File: config.mk
export PLATFORM = sky130hd
export DESIGN_NAME = interrupt_trap_priority_reset
export DESIGN_NICKNAME = d
export VERILOG_FILES = /design/src/include/itc_pkg.sv /design/src/hdl/natural_order_resolver.sv /design/src/hdl/reset_source_ctrl.sv /design/src/hdl/interrupt_trap_priority_reset.sv
export SDC_FILE = /design/constraint.sdc
export NUM_CORES = 2
export LEC_CHECK = 0
export BUFFER_PORTS_ARGS = -buffer_cell sky130_fd_sc_hd__buf_4
export CAP_MARGIN = 20
export CORE_ASPECT_RATIO = 2
export CORE_MARGIN = 4
export CORE_UTILIZATION = 43
export CTS_BUF_LIST = sky130_fd_sc_hd__clkbuf_4 sky130_fd_sc_hd__clkbuf_8 sky130_fd_sc_hd__clkbuf_16
export DETAILED_ROUTE_END_ITERATION = 12
export GPL_ROUTABILITY_DRIVEN = 0
export PLACE_DENSITY = 0.6
export REMOVE_ABC_BUFFERS = 1
export SYNTH_ARGS = -nofsm -noshare
export SYNTH_HDL_FRONTEND = slang
export SYNTH_SLANG_ARGS = --single-unit
File: constraint.sdc
create_clock -name i_core_clk -period 62.6 [get_ports i_core_clk]
set_input_delay 9.39 -clock i_core_clk [delete_from_list [all_inputs] [get_ports i_core_clk]]
set_output_delay 9.39 -clock i_core_clk [all_outputs]
set_load 0.01 [all_outputs]
File: src/include/itc_pkg.sv
// constants and types for the interrupt, trap and reset block
package itc_pkg;
    localparam int           NUM_SRC        = 54;
    localparam int           SRC_W          = 6;
    localparam int           PRI_W          = 3;
    localparam int           NIB_W          = 4;
    localparam int           LVL_W          = 4;
    localparam int           VEC_W          = 8;
    localparam int           NUM_TRAP       = 8;
    localparam int           TRAP_W         = 3;
    localparam int           PAD_W          = 64;
    localparam int           SRC_PER_PRI    = 4;
    localparam int           SRC_PER_WORD   = 16;
    localparam int           ADDR_W         = 8;
    localparam int           DATA_W         = 32;
    localparam int           PC_W           = 24;
    localparam int           NUM_CAUSE      = 7;
    // register byte addresses
    localparam logic [7:0]   FLAG_BASE      = 8'h00;
    localparam logic [7:0]   ENABLE_BASE    = 8'h10;
    localparam logic [7:0]   PRI_BASE       = 8'h20;
    localparam logic [7:0]   PRI_LAST       = 8'h54;
    localparam logic [7:0]   STATUS_ADDR    = 8'h58;
    localparam logic [7:0]   CAUSE_ADDR     = 8'h5c;
    localparam logic [7:0]   WORD_STRIDE    = 8'h04;
    localparam logic [7:0]   FLAG_LAST      = 8'h0c;
    localparam logic [7:0]   ENABLE_LAST    = 8'h1c;
    // levels and vectors
    localparam logic [2:0]   LVL_DISABLED   = 3'h0;
    localparam logic [7:0]   IRQ_VEC_OFFSET = 8'h08;
    localparam logic [7:0]   TRAP_VEC_BASE  = 8'h00;
    localparam logic [2:0]   ADDR_ERR_TRAP  = 3'h4;
    localparam logic [2:0]   HARD_TRAP_MIN  = 3'h4;
    localparam logic [23:0]  RESET_PC       = 24'h000000;
    // reset cause bit positions
    localparam int           CAUSE_EXT      = 0;
    localparam int           CAUSE_WDT      = 1;
    localparam int           CAUSE_UNINIT   = 2;
    localparam int           CAUSE_ILLEGAL  = 3;
    localparam int           CAUSE_BROWNOUT = 4;
    localparam int           CAUSE_LOCKOUT  = 5;
    localparam int           CAUSE_SOFT     = 6;
    // core reset pulse length
    localparam int           CLK_PERIOD_NS  = 40;
    localparam int           RESET_HOLD_NS  = 200;
    localparam int           RESET_HOLD_CYC = (RESET_HOLD_NS + CLK_PERIOD_NS - 1) / CLK_PERIOD_NS;
    localparam logic [3:0]   RESET_HOLD_CNT = 4'(RESET_HOLD_CYC);

    typedef enum logic [2:0] {
        st_idle     = 3'b001,
        st_req_irq  = 3'b010,
        st_req_trap = 3'b100
    } req_state_t;
endpackage

File: src/hdl/natural_order_resolver.sv
// picks the winning pending source by level, then by interrupt number
module natural_order_resolver
    import itc_pkg::*;
(
    input  wire logic [NUM_SRC-1:0]       i_pending,
    input  wire logic [NUM_SRC*PRI_W-1:0] i_levels,
    output logic                          o_valid,
    output logic [SRC_W-1:0]              o_index,
    output logic [PRI_W-1:0]              o_level
);
    import itc_pkg::*;

    always_comb begin
        o_valid = 1'b0;
        o_index = '0;
        o_level = LVL_DISABLED;
        // scan from the highest number down so a tie leaves the lowest number
        for (int i = NUM_SRC - 1; i >= 0; i--) begin
            if (i_pending[i] && i_levels[i*PRI_W +: PRI_W] != LVL_DISABLED &&
                i_levels[i*PRI_W +: PRI_W] >= o_level) begin
                o_valid = 1'b1;
                o_index = SRC_W'(i);
                o_level = i_levels[i*PRI_W +: PRI_W];
            end
        end
    end
endmodule

File: src/hdl/reset_source_ctrl.sv
// gathers reset sources into a held core reset and sticky cause bits
module reset_source_ctrl
    import itc_pkg::*;
(
    input  wire logic                 i_core_clk,
    input  wire logic                 i_reset,
    input  wire logic [NUM_CAUSE-1:0] i_sources,
    input  wire logic [NUM_CAUSE-1:0] i_cause_clear,
    output logic                      o_core_reset,
    output logic [NUM_CAUSE-1:0]      o_cause
);
    import itc_pkg::*;

    logic [3:0] hold_cnt;

    // any source restarts the hold; core reset stays high while counting
    always_ff @(posedge i_core_clk or posedge i_reset) begin
        if (i_reset) begin
            hold_cnt     <= RESET_HOLD_CNT;
            o_core_reset <= 1'b1;
        end else if (|i_sources) begin
            hold_cnt     <= RESET_HOLD_CNT;
            o_core_reset <= 1'b1;
        end else if (hold_cnt != 4'h0) begin
            hold_cnt     <= hold_cnt - 4'h1;
            o_core_reset <= 1'b1;
        end else begin
            o_core_reset <= 1'b0;
        end
    end

    // new cause wins over a software clear in the same cycle
    always_ff @(posedge i_core_clk or posedge i_reset) begin
        if (i_reset) begin
            o_cause <= '0;
        end else begin
            o_cause <= (o_cause & ~i_cause_clear) | i_sources;
        end
    end
endmodule

File: src/hdl/interrupt_trap_priority_reset.sv
// interrupt priority, trap arbitration and reset entry with an apb register file
//
// Operation
// - three-bit level in low nibble bits
// - nibble top bit reads zero
// - level zero lowest, seven highest
// - equal level: smallest interrupt number wins
// - level decides first, number only ties
// - vector number is interrupt number plus eight
// - any reset forces program counter zero
// - first word jump then start address
// - six error conditions also reset
// - uninitialised pointer register use resets
// - executed illegal opcode resets, flushed not
// - simultaneous traps cause lockout reset
// - traps non-maskable with fixed priority
// - offending instruction completes before trap
// - traps levels eight to fifteen, msb set
// - level seven blocks interrupts, not traps
// - invalid trap vector raises address error
// - request only above current cpu level
// - level zero source never interrupts
module interrupt_trap_priority_reset
    import itc_pkg::*;
(
    input  wire logic                 i_core_clk,
    input  wire logic                 i_reset,
    input  wire logic                 i_psel,
    input  wire logic                 i_penable,
    input  wire logic                 i_pwrite,
    input  wire logic [ADDR_W-1:0]    i_paddr,
    input  wire logic [DATA_W-1:0]    i_pwdata,
    output logic [DATA_W-1:0]         o_prdata,
    output logic                      o_pready,
    output logic                      o_pslverr,
    input  wire logic [NUM_SRC-1:0]   i_irq_event,
    input  wire logic [PRI_W-1:0]     i_cpu_priority_level,
    input  wire logic                 i_irq_ack,
    input  wire logic [NUM_TRAP-1:0]  i_trap_event,
    input  wire logic                 i_trap_vector_invalid,
    input  wire logic                 i_instr_done,
    input  wire logic                 i_trap_return,
    input  wire logic                 i_ext_reset,
    input  wire logic                 i_wdt_timeout,
    input  wire logic                 i_uninit_wreg_ptr,
    input  wire logic                 i_illegal_opcode,
    input  wire logic                 i_opcode_flushed,
    input  wire logic                 i_brownout,
    input  wire logic                 i_sw_reset,
    output logic                      o_irq_req,
    output logic [VEC_W-1:0]          o_irq_vector,
    output logic [LVL_W-1:0]          o_irq_level,
    output logic                      o_cpu_priority_msb,
    output logic                      o_core_reset,
    output logic [PC_W-1:0]           o_reset_pc
);
    import itc_pkg::*;

    function automatic logic [2:0] top_trap(input logic [NUM_TRAP-1:0] v);
        top_trap = '0;
        for (int k = 0; k < NUM_TRAP; k++) begin
            if (v[k]) top_trap = TRAP_W'(k);
        end
    endfunction

    function automatic logic word_hit(input logic [7:0] a, input logic [7:0] lo,
                                      input logic [7:0] hi);
        word_hit = (a >= lo) && (a <= hi) && (a[1:0] == 2'b00);
    endfunction

    // ------------------------------------------------------------
    // apb slave
    // ------------------------------------------------------------
    logic                   bus_wr;
    logic                   bus_rd;
    logic [DATA_W-1:0]      next_rdata;
    logic                   next_err;
    logic [PAD_W-1:0]       flag_pad;
    logic [PAD_W-1:0]       enable_pad;
    logic [PAD_W*PRI_W-1:0] level_pad;
    logic [NUM_SRC-1:0]     flag;
    logic [NUM_SRC-1:0]     enable;
    logic [NUM_SRC*PRI_W-1:0] level;
    logic [NUM_CAUSE-1:0]   cause;
    logic [NUM_CAUSE-1:0]   cause_clear;
    logic [DATA_W-1:0]      status_word;
    logic [5:0]             word_idx;

    assign bus_wr   = i_psel && i_penable && o_pready && i_pwrite;
    assign bus_rd   = i_psel && i_penable && !o_pready && !i_pwrite;
    assign word_idx = i_paddr[7:2];
    assign flag_pad   = PAD_W'(flag);
    assign enable_pad = PAD_W'(enable);
    assign level_pad  = (PAD_W*PRI_W)'(level);

    always_comb begin
        next_rdata = '0;
        next_err   = 1'b0;
        if (word_hit(i_paddr, FLAG_BASE, FLAG_LAST)) begin
            next_rdata = DATA_W'(flag_pad[(word_idx - FLAG_BASE[7:2]) * SRC_PER_WORD +: 16]);
        end else if (word_hit(i_paddr, ENABLE_BASE, ENABLE_LAST)) begin
            next_rdata = DATA_W'(enable_pad[(word_idx - ENABLE_BASE[7:2]) * SRC_PER_WORD +: 16]);
        end else if (word_hit(i_paddr, PRI_BASE, PRI_LAST)) begin
            for (int n = 0; n < SRC_PER_PRI; n++) begin
                // top bit of each nibble left at zero
                next_rdata[n*NIB_W +: PRI_W] = level_pad[((word_idx - PRI_BASE[7:2]) *
                                               SRC_PER_PRI + n) * PRI_W +: PRI_W];
            end
        end else if (i_paddr == STATUS_ADDR) begin
            next_rdata = status_word;
        end else if (i_paddr == CAUSE_ADDR) begin
            next_rdata = DATA_W'(cause);
        end else begin
            next_err = 1'b1;
        end
    end

    // one wait state: ready rises in the second access cycle
    always_ff @(posedge i_core_clk or posedge i_reset) begin
        if (i_reset) begin
            o_pready  <= 1'b0;
            o_prdata  <= '0;
            o_pslverr <= 1'b0;
        end else begin
            o_pready  <= i_psel && i_penable && !o_pready;
            o_pslverr <= i_psel && i_penable && !o_pready && next_err;
            o_prdata  <= bus_rd ? next_rdata : '0;
        end
    end

    assign cause_clear = (bus_wr && i_paddr == CAUSE_ADDR) ? i_pwdata[NUM_CAUSE-1:0] : '0;

    // ------------------------------------------------------------
    // per-source flag, enable and level
    // ------------------------------------------------------------
    generate
        for (genvar i = 0; i < NUM_SRC; i++) begin : g_src
            localparam logic [7:0] F_ADDR = FLAG_BASE + 8'((i / SRC_PER_WORD) * 4);
            localparam logic [7:0] E_ADDR = ENABLE_BASE + 8'((i / SRC_PER_WORD) * 4);
            localparam logic [7:0] P_ADDR = PRI_BASE + 8'((i / SRC_PER_PRI) * 4);
            localparam int         F_BIT  = i % SRC_PER_WORD;
            localparam int         P_BIT  = (i % SRC_PER_PRI) * NIB_W;

            // event wins over a software clear in the same cycle
            always_ff @(posedge i_core_clk or posedge i_reset) begin
                if (i_reset) begin
                    flag[i] <= 1'b0;
                end else if (o_core_reset) begin
                    flag[i] <= 1'b0;
                end else if (bus_wr && i_paddr == F_ADDR) begin
                    flag[i] <= i_pwdata[F_BIT] || i_irq_event[i];
                end else begin
                    flag[i] <= flag[i] || i_irq_event[i];
                end
            end

            always_ff @(posedge i_core_clk or posedge i_reset) begin
                if (i_reset) begin
                    enable[i] <= 1'b0;
                end else if (o_core_reset) begin
                    enable[i] <= 1'b0;
                end else if (bus_wr && i_paddr == E_ADDR) begin
                    enable[i] <= i_pwdata[F_BIT];
                end
            end

            always_ff @(posedge i_core_clk or posedge i_reset) begin
                if (i_reset) begin
                    level[i*PRI_W +: PRI_W] <= LVL_DISABLED;
                end else if (o_core_reset) begin
                    level[i*PRI_W +: PRI_W] <= LVL_DISABLED;
                end else if (bus_wr && i_paddr == P_ADDR) begin
                    level[i*PRI_W +: PRI_W] <= i_pwdata[P_BIT +: PRI_W];
                end
            end
        end
    endgenerate

    // ------------------------------------------------------------
    // priority resolution
    // ------------------------------------------------------------
    logic             win_valid;
    logic [SRC_W-1:0] win_index;
    logic [PRI_W-1:0] win_level;

    natural_order_resolver u_resolver (
        .i_pending (flag & enable),
        .i_levels  (level),
        .o_valid   (win_valid),
        .o_index   (win_index),
        .o_level   (win_level)
    );

    // ------------------------------------------------------------
    // traps
    // ------------------------------------------------------------
    logic [NUM_TRAP-1:0] trap_raw;
    logic [NUM_TRAP-1:0] trap_pend;
    logic [NUM_TRAP-1:0] trap_ready;
    logic [NUM_TRAP-1:0] trap_take;
    logic                trap_active;
    logic [TRAP_W-1:0]   cur_trap;
    logic [TRAP_W-1:0]   best_trap;
    logic [LVL_W-1:0]    cpu_level;
    logic                multi_trap;
    logic                hard_conflict;
    logic                trap_ok;
    logic                irq_ok;
    req_state_t          state;

    assign trap_raw  = i_trap_event | (NUM_TRAP'(i_trap_vector_invalid) << ADDR_ERR_TRAP);
    assign multi_trap = (trap_raw & (trap_raw - 1'b1)) != '0;
    // only a lower hard trap conflicts; a lower soft trap just waits
    assign hard_conflict = trap_active && cur_trap >= HARD_TRAP_MIN &&
                           (trap_raw & ((NUM_TRAP'(1) << cur_trap) - 1'b1) &
                            ~((NUM_TRAP'(1) << HARD_TRAP_MIN) - 1'b1)) != '0;
    assign best_trap = top_trap(trap_ready);
    assign cpu_level = trap_active ? {1'b1, cur_trap} : {1'b0, i_cpu_priority_level};
    // traps ignore the enable and level registers entirely
    assign trap_ok   = trap_ready != '0 && {1'b1, best_trap} > cpu_level;
    assign irq_ok    = win_valid && {1'b0, win_level} > cpu_level;
    assign trap_take = (state == st_req_trap && i_irq_ack) ?
                       (NUM_TRAP'(1) << o_irq_vector[TRAP_W-1:0]) : '0;

    always_ff @(posedge i_core_clk or posedge i_reset) begin
        if (i_reset) begin
            trap_pend <= '0;
        end else if (o_core_reset) begin
            trap_pend <= '0;
        end else begin
            trap_pend <= (trap_pend & ~trap_take) | trap_raw;
        end
    end

    // a trap becomes visible only once its instruction has completed
    always_ff @(posedge i_core_clk or posedge i_reset) begin
        if (i_reset) begin
            trap_ready <= '0;
        end else if (o_core_reset) begin
            trap_ready <= '0;
        end else begin
            trap_ready <= (trap_ready | (i_instr_done ? trap_pend : '0)) & ~trap_take;
        end
    end

    always_ff @(posedge i_core_clk or posedge i_reset) begin
        if (i_reset) begin
            trap_active <= 1'b0;
            cur_trap    <= '0;
        end else if (o_core_reset) begin
            trap_active <= 1'b0;
            cur_trap    <= '0;
        end else if (trap_take != '0) begin
            trap_active <= 1'b1;
            cur_trap    <= o_irq_vector[TRAP_W-1:0];
        end else if (i_trap_return) begin
            trap_active <= 1'b0;
        end
    end

    always_ff @(posedge i_core_clk or posedge i_reset) begin
        if (i_reset) begin
            o_cpu_priority_msb <= 1'b0;
        end else begin
            o_cpu_priority_msb <= trap_active;
        end
    end

    // ------------------------------------------------------------
    // request to the core
    // ------------------------------------------------------------
    always_ff @(posedge i_core_clk or posedge i_reset) begin
        if (i_reset) begin
            state        <= st_idle;
            o_irq_req    <= 1'b0;
            o_irq_vector <= '0;
            o_irq_level  <= '0;
        end else if (o_core_reset) begin
            state        <= st_idle;
            o_irq_req    <= 1'b0;
        end else begin
            unique case (state)
                st_idle: begin
                    if (trap_ok) begin
                        state        <= st_req_trap;
                        o_irq_req    <= 1'b1;
                        o_irq_vector <= TRAP_VEC_BASE + VEC_W'(best_trap);
                        o_irq_level  <= {1'b1, best_trap};
                    end else if (irq_ok) begin
                        state        <= st_req_irq;
                        o_irq_req    <= 1'b1;
                        o_irq_vector <= IRQ_VEC_OFFSET + VEC_W'(win_index);
                        o_irq_level  <= {1'b0, win_level};
                    end
                end
                st_req_irq, st_req_trap: begin
                    if (i_irq_ack) begin
                        state     <= st_idle;
                        o_irq_req <= 1'b0;
                    end
                end
            endcase
        end
    end

    assign status_word = DATA_W'({trap_active, cur_trap, trap_pend, win_valid, win_index});

    // ------------------------------------------------------------
    // reset sources
    // ------------------------------------------------------------
    logic [NUM_CAUSE-1:0] reset_src;

    always_comb begin
        reset_src                 = '0;
        reset_src[CAUSE_EXT]      = i_ext_reset;
        reset_src[CAUSE_WDT]      = i_wdt_timeout;
        reset_src[CAUSE_UNINIT]   = i_uninit_wreg_ptr;
        reset_src[CAUSE_ILLEGAL]  = i_illegal_opcode && !i_opcode_flushed;
        reset_src[CAUSE_BROWNOUT] = i_brownout;
        reset_src[CAUSE_LOCKOUT]  = multi_trap || hard_conflict;
        reset_src[CAUSE_SOFT]     = i_sw_reset;
    end

    reset_source_ctrl u_reset_ctrl (
        .i_core_clk    (i_core_clk),
        .i_reset       (i_reset),
        .i_sources     (reset_src),
        .i_cause_clear (cause_clear),
        .o_core_reset  (o_core_reset),
        .o_cause       (cause)
    );

    // core fetches the boot jump from word zero once reset drops
    always_ff @(posedge i_core_clk or posedge i_reset) begin
        if (i_reset) begin
            o_reset_pc <= RESET_PC;
        end else begin
            o_reset_pc <= RESET_PC;
        end
    end

    // ------------------------------------------------------------
    // checks
    // ------------------------------------------------------------
    a_no_level_zero: assert property (@(posedge i_core_clk) disable iff (i_reset)
        state == st_req_irq |-> o_irq_level != '0) else $error("level zero source requested");
    a_vector_offset: assert property (@(posedge i_core_clk) disable iff (i_reset)
        state == st_req_irq |-> o_irq_vector >= IRQ_VEC_OFFSET) else $error("bad irq vector");
    a_strictly_above: assert property (@(posedge i_core_clk) disable iff (i_reset)
        $rose(o_irq_req) |-> o_irq_level > $past(cpu_level)) else $error("request not above cpu");
    a_block_level_seven: assert property (@(posedge i_core_clk) disable iff (i_reset)
        (state == st_idle && !trap_active && i_cpu_priority_level == 3'h7)
        |=> state != st_req_irq) else $error("interrupt taken at level seven");
    a_msb_follows: assert property (@(posedge i_core_clk) disable iff (i_reset)
        $rose(trap_active) |=> o_cpu_priority_msb) else $error("msb not set in trap");
    a_lockout_reset: assert property (@(posedge i_core_clk) disable iff (i_reset)
        multi_trap |=> o_core_reset ##1 cause[CAUSE_LOCKOUT]) else $error("no lockout reset");
    a_flushed_safe: assert property (@(posedge i_core_clk) disable iff (i_reset)
        (i_illegal_opcode && i_opcode_flushed && !cause[CAUSE_ILLEGAL])
        |=> !cause[CAUSE_ILLEGAL]) else $error("flushed opcode caused reset");
    a_trap_level_range: assert property (@(posedge i_core_clk) disable iff (i_reset)
        state == st_req_trap |-> o_irq_level[LVL_W-1]) else $error("trap below level eight");
    a_nibble_msb_zero: assert property (@(posedge i_core_clk) disable iff (i_reset)
        (o_pready && !i_pwrite && word_hit(i_paddr, PRI_BASE, PRI_LAST))
        |-> (o_prdata & 32'h00008888) == '0) else $error("nibble top bit set");
endmodule

==> flow_metrics.py <==
metrics = {
    "outcome": {
        "status": "finished, violations left",
        "violations": "setup timing",
    },
    "clocking": {
        "max-clock-path-buffers": 3,
        "clk_transition_reported_paths_ns": 0.07,
        "cts_root_buffer": "clkbuf_16",
        "cts_tree": "done",
        "htree_levels": 2,
        "cts-buffers-inserted": 35,
        "cts.sink_count": 339,
        "hold_buffers": 0,
        "clk_latency_ns": 0.59,
    },
    "routing": {
        "drt-wirelength-per-cell_um": 27.2,
        "firstDrtPassIters": 6,
        "drt-vias-per-instance": 6.42,
        "routed_wl_um": 135000,
        "remaining_drc_errors": 0,
        "vias": 31911,
        "drtIter0Drc": 3558,
        "final_antenna_net_count": 0,
    },
    "global_route": {
        "antenna_found_initial": 12,
        "first_global_vias": 30182,
        "overflow": 0,
        "grt_start_max_net_pins": 200,
        "globalRouteMet2Util": 0.583,
        "grt.total_usage": 0.358,
        "grt_busiest_layer": "met2",
        "grt_pass1_wl_um": 192000,
        "gr-usage-met1": 0.380,
        "grt_util_met3": 0.0821,
    },
    "critical_path": {
        "endpoint_kind": "flip-flop",
        "crit_family": "compound AO/OA/AOI/OAI gates",
        "startpoint_type": "flip-flop",
        "rr_worst_depth": 377,
        "reg2reg_slack_ns": -3.88,
        "worst_ep_required_time_ns": 63.07,
        "worstSetupPathType": "reg -> reg",
        "critical-path-max-stage-delay_ns": 0.46,
        "crit_top_cell": "nand2b_4",
        "startpoint": "flag[53]$_DFF_PP0_",
        "cp_max_fo": 6,
        "arrival_ns": 66.95,
        "slowest_stage": "o41a_1",
        "reg2reg_to": "o_irq_vector[1]$_DFFE_PP0P_",
        "reg2reg_from": "flag[53]$_DFF_PP0_",
        "cp_num_buf_inv": 13,
    },
    "sta": {
        "period_share": 1.06,
        "report.final.slew_viol_count": 0,
        "hold_slack_ns": 0.508,
        "timing.fmax_mhz": 15.0,
        "finalSetupViolCount": 21,
        "setup_slack_ns": -3.88,
        "tightest_slew_ns": 1.27,
        "clock_skew_ns": 0.0342,
        "max-slew-margin-rel": 0.146,
        "fin_crit_ns": 66.48,
        "rsz0062_at_grt": "true",
        "finalHoldViolations": 0,
    },
    "logic_synthesis": {
        "synth-edff-count": 0,
        "synthFlopType": "dfrtp_1",
        "syn_area_per_cell_um2": 8.23,
        "ys_ff_latch": 339,
        "synthTopCellsByArea": "dfrtp_1 (29%), mux4_2 (10%), nand2_1 (8.2%)",
        "yosysTopAreaCell": "dfrtp_1",
        "postSynthCellCount": 3548,
        "ys_types": 115,
        "yosysWarnings": 0,
        "async_flop_share": 1.00,
        "synth_top_area_share": 0.287,
        "ys_seq_area_frac": 0.291,
        "syn_area_um2": 29200,
    },
    "min_path": {
        "min-delay-start": "o_irq_vector[6]$_DFFE_PP0P_",
        "hp-class": "reg -> reg",
        "hold_depth": 1,
        "min_to": "o_irq_vector[6]$_DFFE_PP0P_",
    },
    "floorplan": {
        "fp-row-count": 134,
        "die_y_um": 376,
        "ioPinCount": 194,
        "die_x_um": 192,
        "core-area_um2": 67100,
        "die_area_um2": 72400,
        "start_util": 0.435,
    },
    "cells_and_area": {
        "final_cell_area_um2": 37800,
        "final_common_cell": "buf_4",
        "layout_common_cells": "buf_4 (662), nand2_1 (619), dfrtp_1 (335)",
        "final_layout_size_suffix_gt1_frac": 0.311,
        "nNetsFinal": 4265,
        "fillers": 6150,
        "syn_to_final_growth_pct": 29.4,
    },
    "placed_design": {
        "numPortBuffers": 139,
        "dp_hpwl_um": 97000,
        "placed_cell_area_um2": 33400,
    },
    "power": {
        "power.share.sequential": 0.420,
        "intPower_mw": 0.372,
        "clockPowerShare": 0.444,
        "peakVddDrop_uv": 15.0,
        "p_sw_frac": 0.287,
        "powerDensity_nw_per_um2": 13.8,
        "netSwitchingPower_mw": 0.150,
        "combPwrFrac": 0.136,
        "p_leak_nw": 16.3,
    },
    "run": {
        "drv_cap": 0,
    },
}
## logic make-up after synthesis
| group | synth area share |
|---|---|
| adders and majority gates | 0.0463 |
| AOI/OAI and AO/OA | 0.215 |
| buffers and inverters | 0.0619 |
| other | 0.000128 |
| muxes | 0.166 |
| and+or+nand+nor | 0.214 |
| xor gates and xnor gates | 0.00600 |
| DFF | 0.291 |
## area by class of cell
| type | instances | area (um^2) | area share |
|---|---|---|---|
| clock buffers | 41 | 957 | 0.0253 |
| flip-flops and latches | 339 | 8490 | 0.225 |
| inverters | 186 | 708 | 0.0187 |
| well taps | 884 | 1110 | 0.0293 |
| repair buffers | 677 | 5180 | 0.137 |
| clock inverters | 18 | 245 | 0.00649 |
| diodes | 11 | 27.5 | 0.000729 |
| multi-input cells | 2813 | 21100 | 0.557 |
## timing repair
item,in CTS,in global routing
pin swaps,76,228
setup buffers,73,65
gates resized for setup,126,301
setup endpoints to repair,21,21
## routing by layer
| metal | vias to the layer above | routed length, um |
|---|---|---|
| met5 | - | 26 |
| met4 | 4 | 16800 |
| met2 | 2018 | 62900 |
| li1 | 13787 | - |
| met1 | 15332 | 42400 |
| met3 | 770 | 12700 |
## per-stage QoR
stage / utilization / cells / worst slack [ns] / power, mW / TNS [ns]
after floorplan: - / 3338 / -3.70 / 0.259 / -67.05
after global placement: 0.498 / 4760 / -8.38 / 0.290 / -167.91
after detailed placement: 0.498 / 4760 / -9.16 / 0.290 / -184.44
after CTS: 0.532 / 4892 / -5.09 / 0.519 / -100.93
after global routing: 0.563 / 4958 / -6.91 / 0.533 / -139.37
final: 0.563 / 4969 / -3.88 / 0.522 / -75.90
## Yosys cell counts, types with 38 or more instances
cell,number
and2_1,39
a31oi_1,88
nor3_1,48
mux2i_1,166
nand3_1,107
clkbuf_1,172
and3_1,48
o21ai_0,120
nand2_1,636
nor2_1,317
inv_1,185
nand2b_1,61
mux4_2,130
dfrtp_1,335
buf_4,39
a21o_1,38
ha_1,87
a21oi_1,311
## power by group through the flow
stage               logic, mW  registers, mW  clock network, mW
floorplan              0.0353          0.223                  0
global placement       0.0668          0.223                  0
detailed placement     0.0671          0.223                  0
CTS                    0.0674          0.219              0.233
global route           0.0737          0.219              0.240
finish                 0.0709          0.219              0.232
## state kept, by name (all words and copies together) (netlist names), 4 cells and up
| register | cells |
|---|---|
| o_irq_vector | 7 |
| enable | 54 |
| trap_pend | 8 |
| flag | 54 |
| u_reset_ctrl.o_cause | 7 |
| level | 162 |
| u_reset_ctrl.hold_cnt | 4 |
| trap_ready | 8 |
| o_prdata | 19 |
| o_irq_level | 4 |
## worst max path at each step
stage / to / cells after the start / slack (ns)
after floorplan: o_irq_level[1]$_DFFE_PP0P_ / 371 / -3.70
after global placement: o_irq_vector[1]$_DFFE_PP0P_ / 375 / -8.38
after detailed placement: o_irq_level[1]$_DFFE_PP0P_ / 375 / -9.16
after CTS: o_irq_vector[1]$_DFFE_PP0P_ / 381 / -5.09
after global routing: o_irq_level[0]$_DFFE_PP0P_ / 381 / -6.91
final: o_irq_vector[1]$_DFFE_PP0P_ / 377 / -3.88
(Power assumes the default switching activity.)
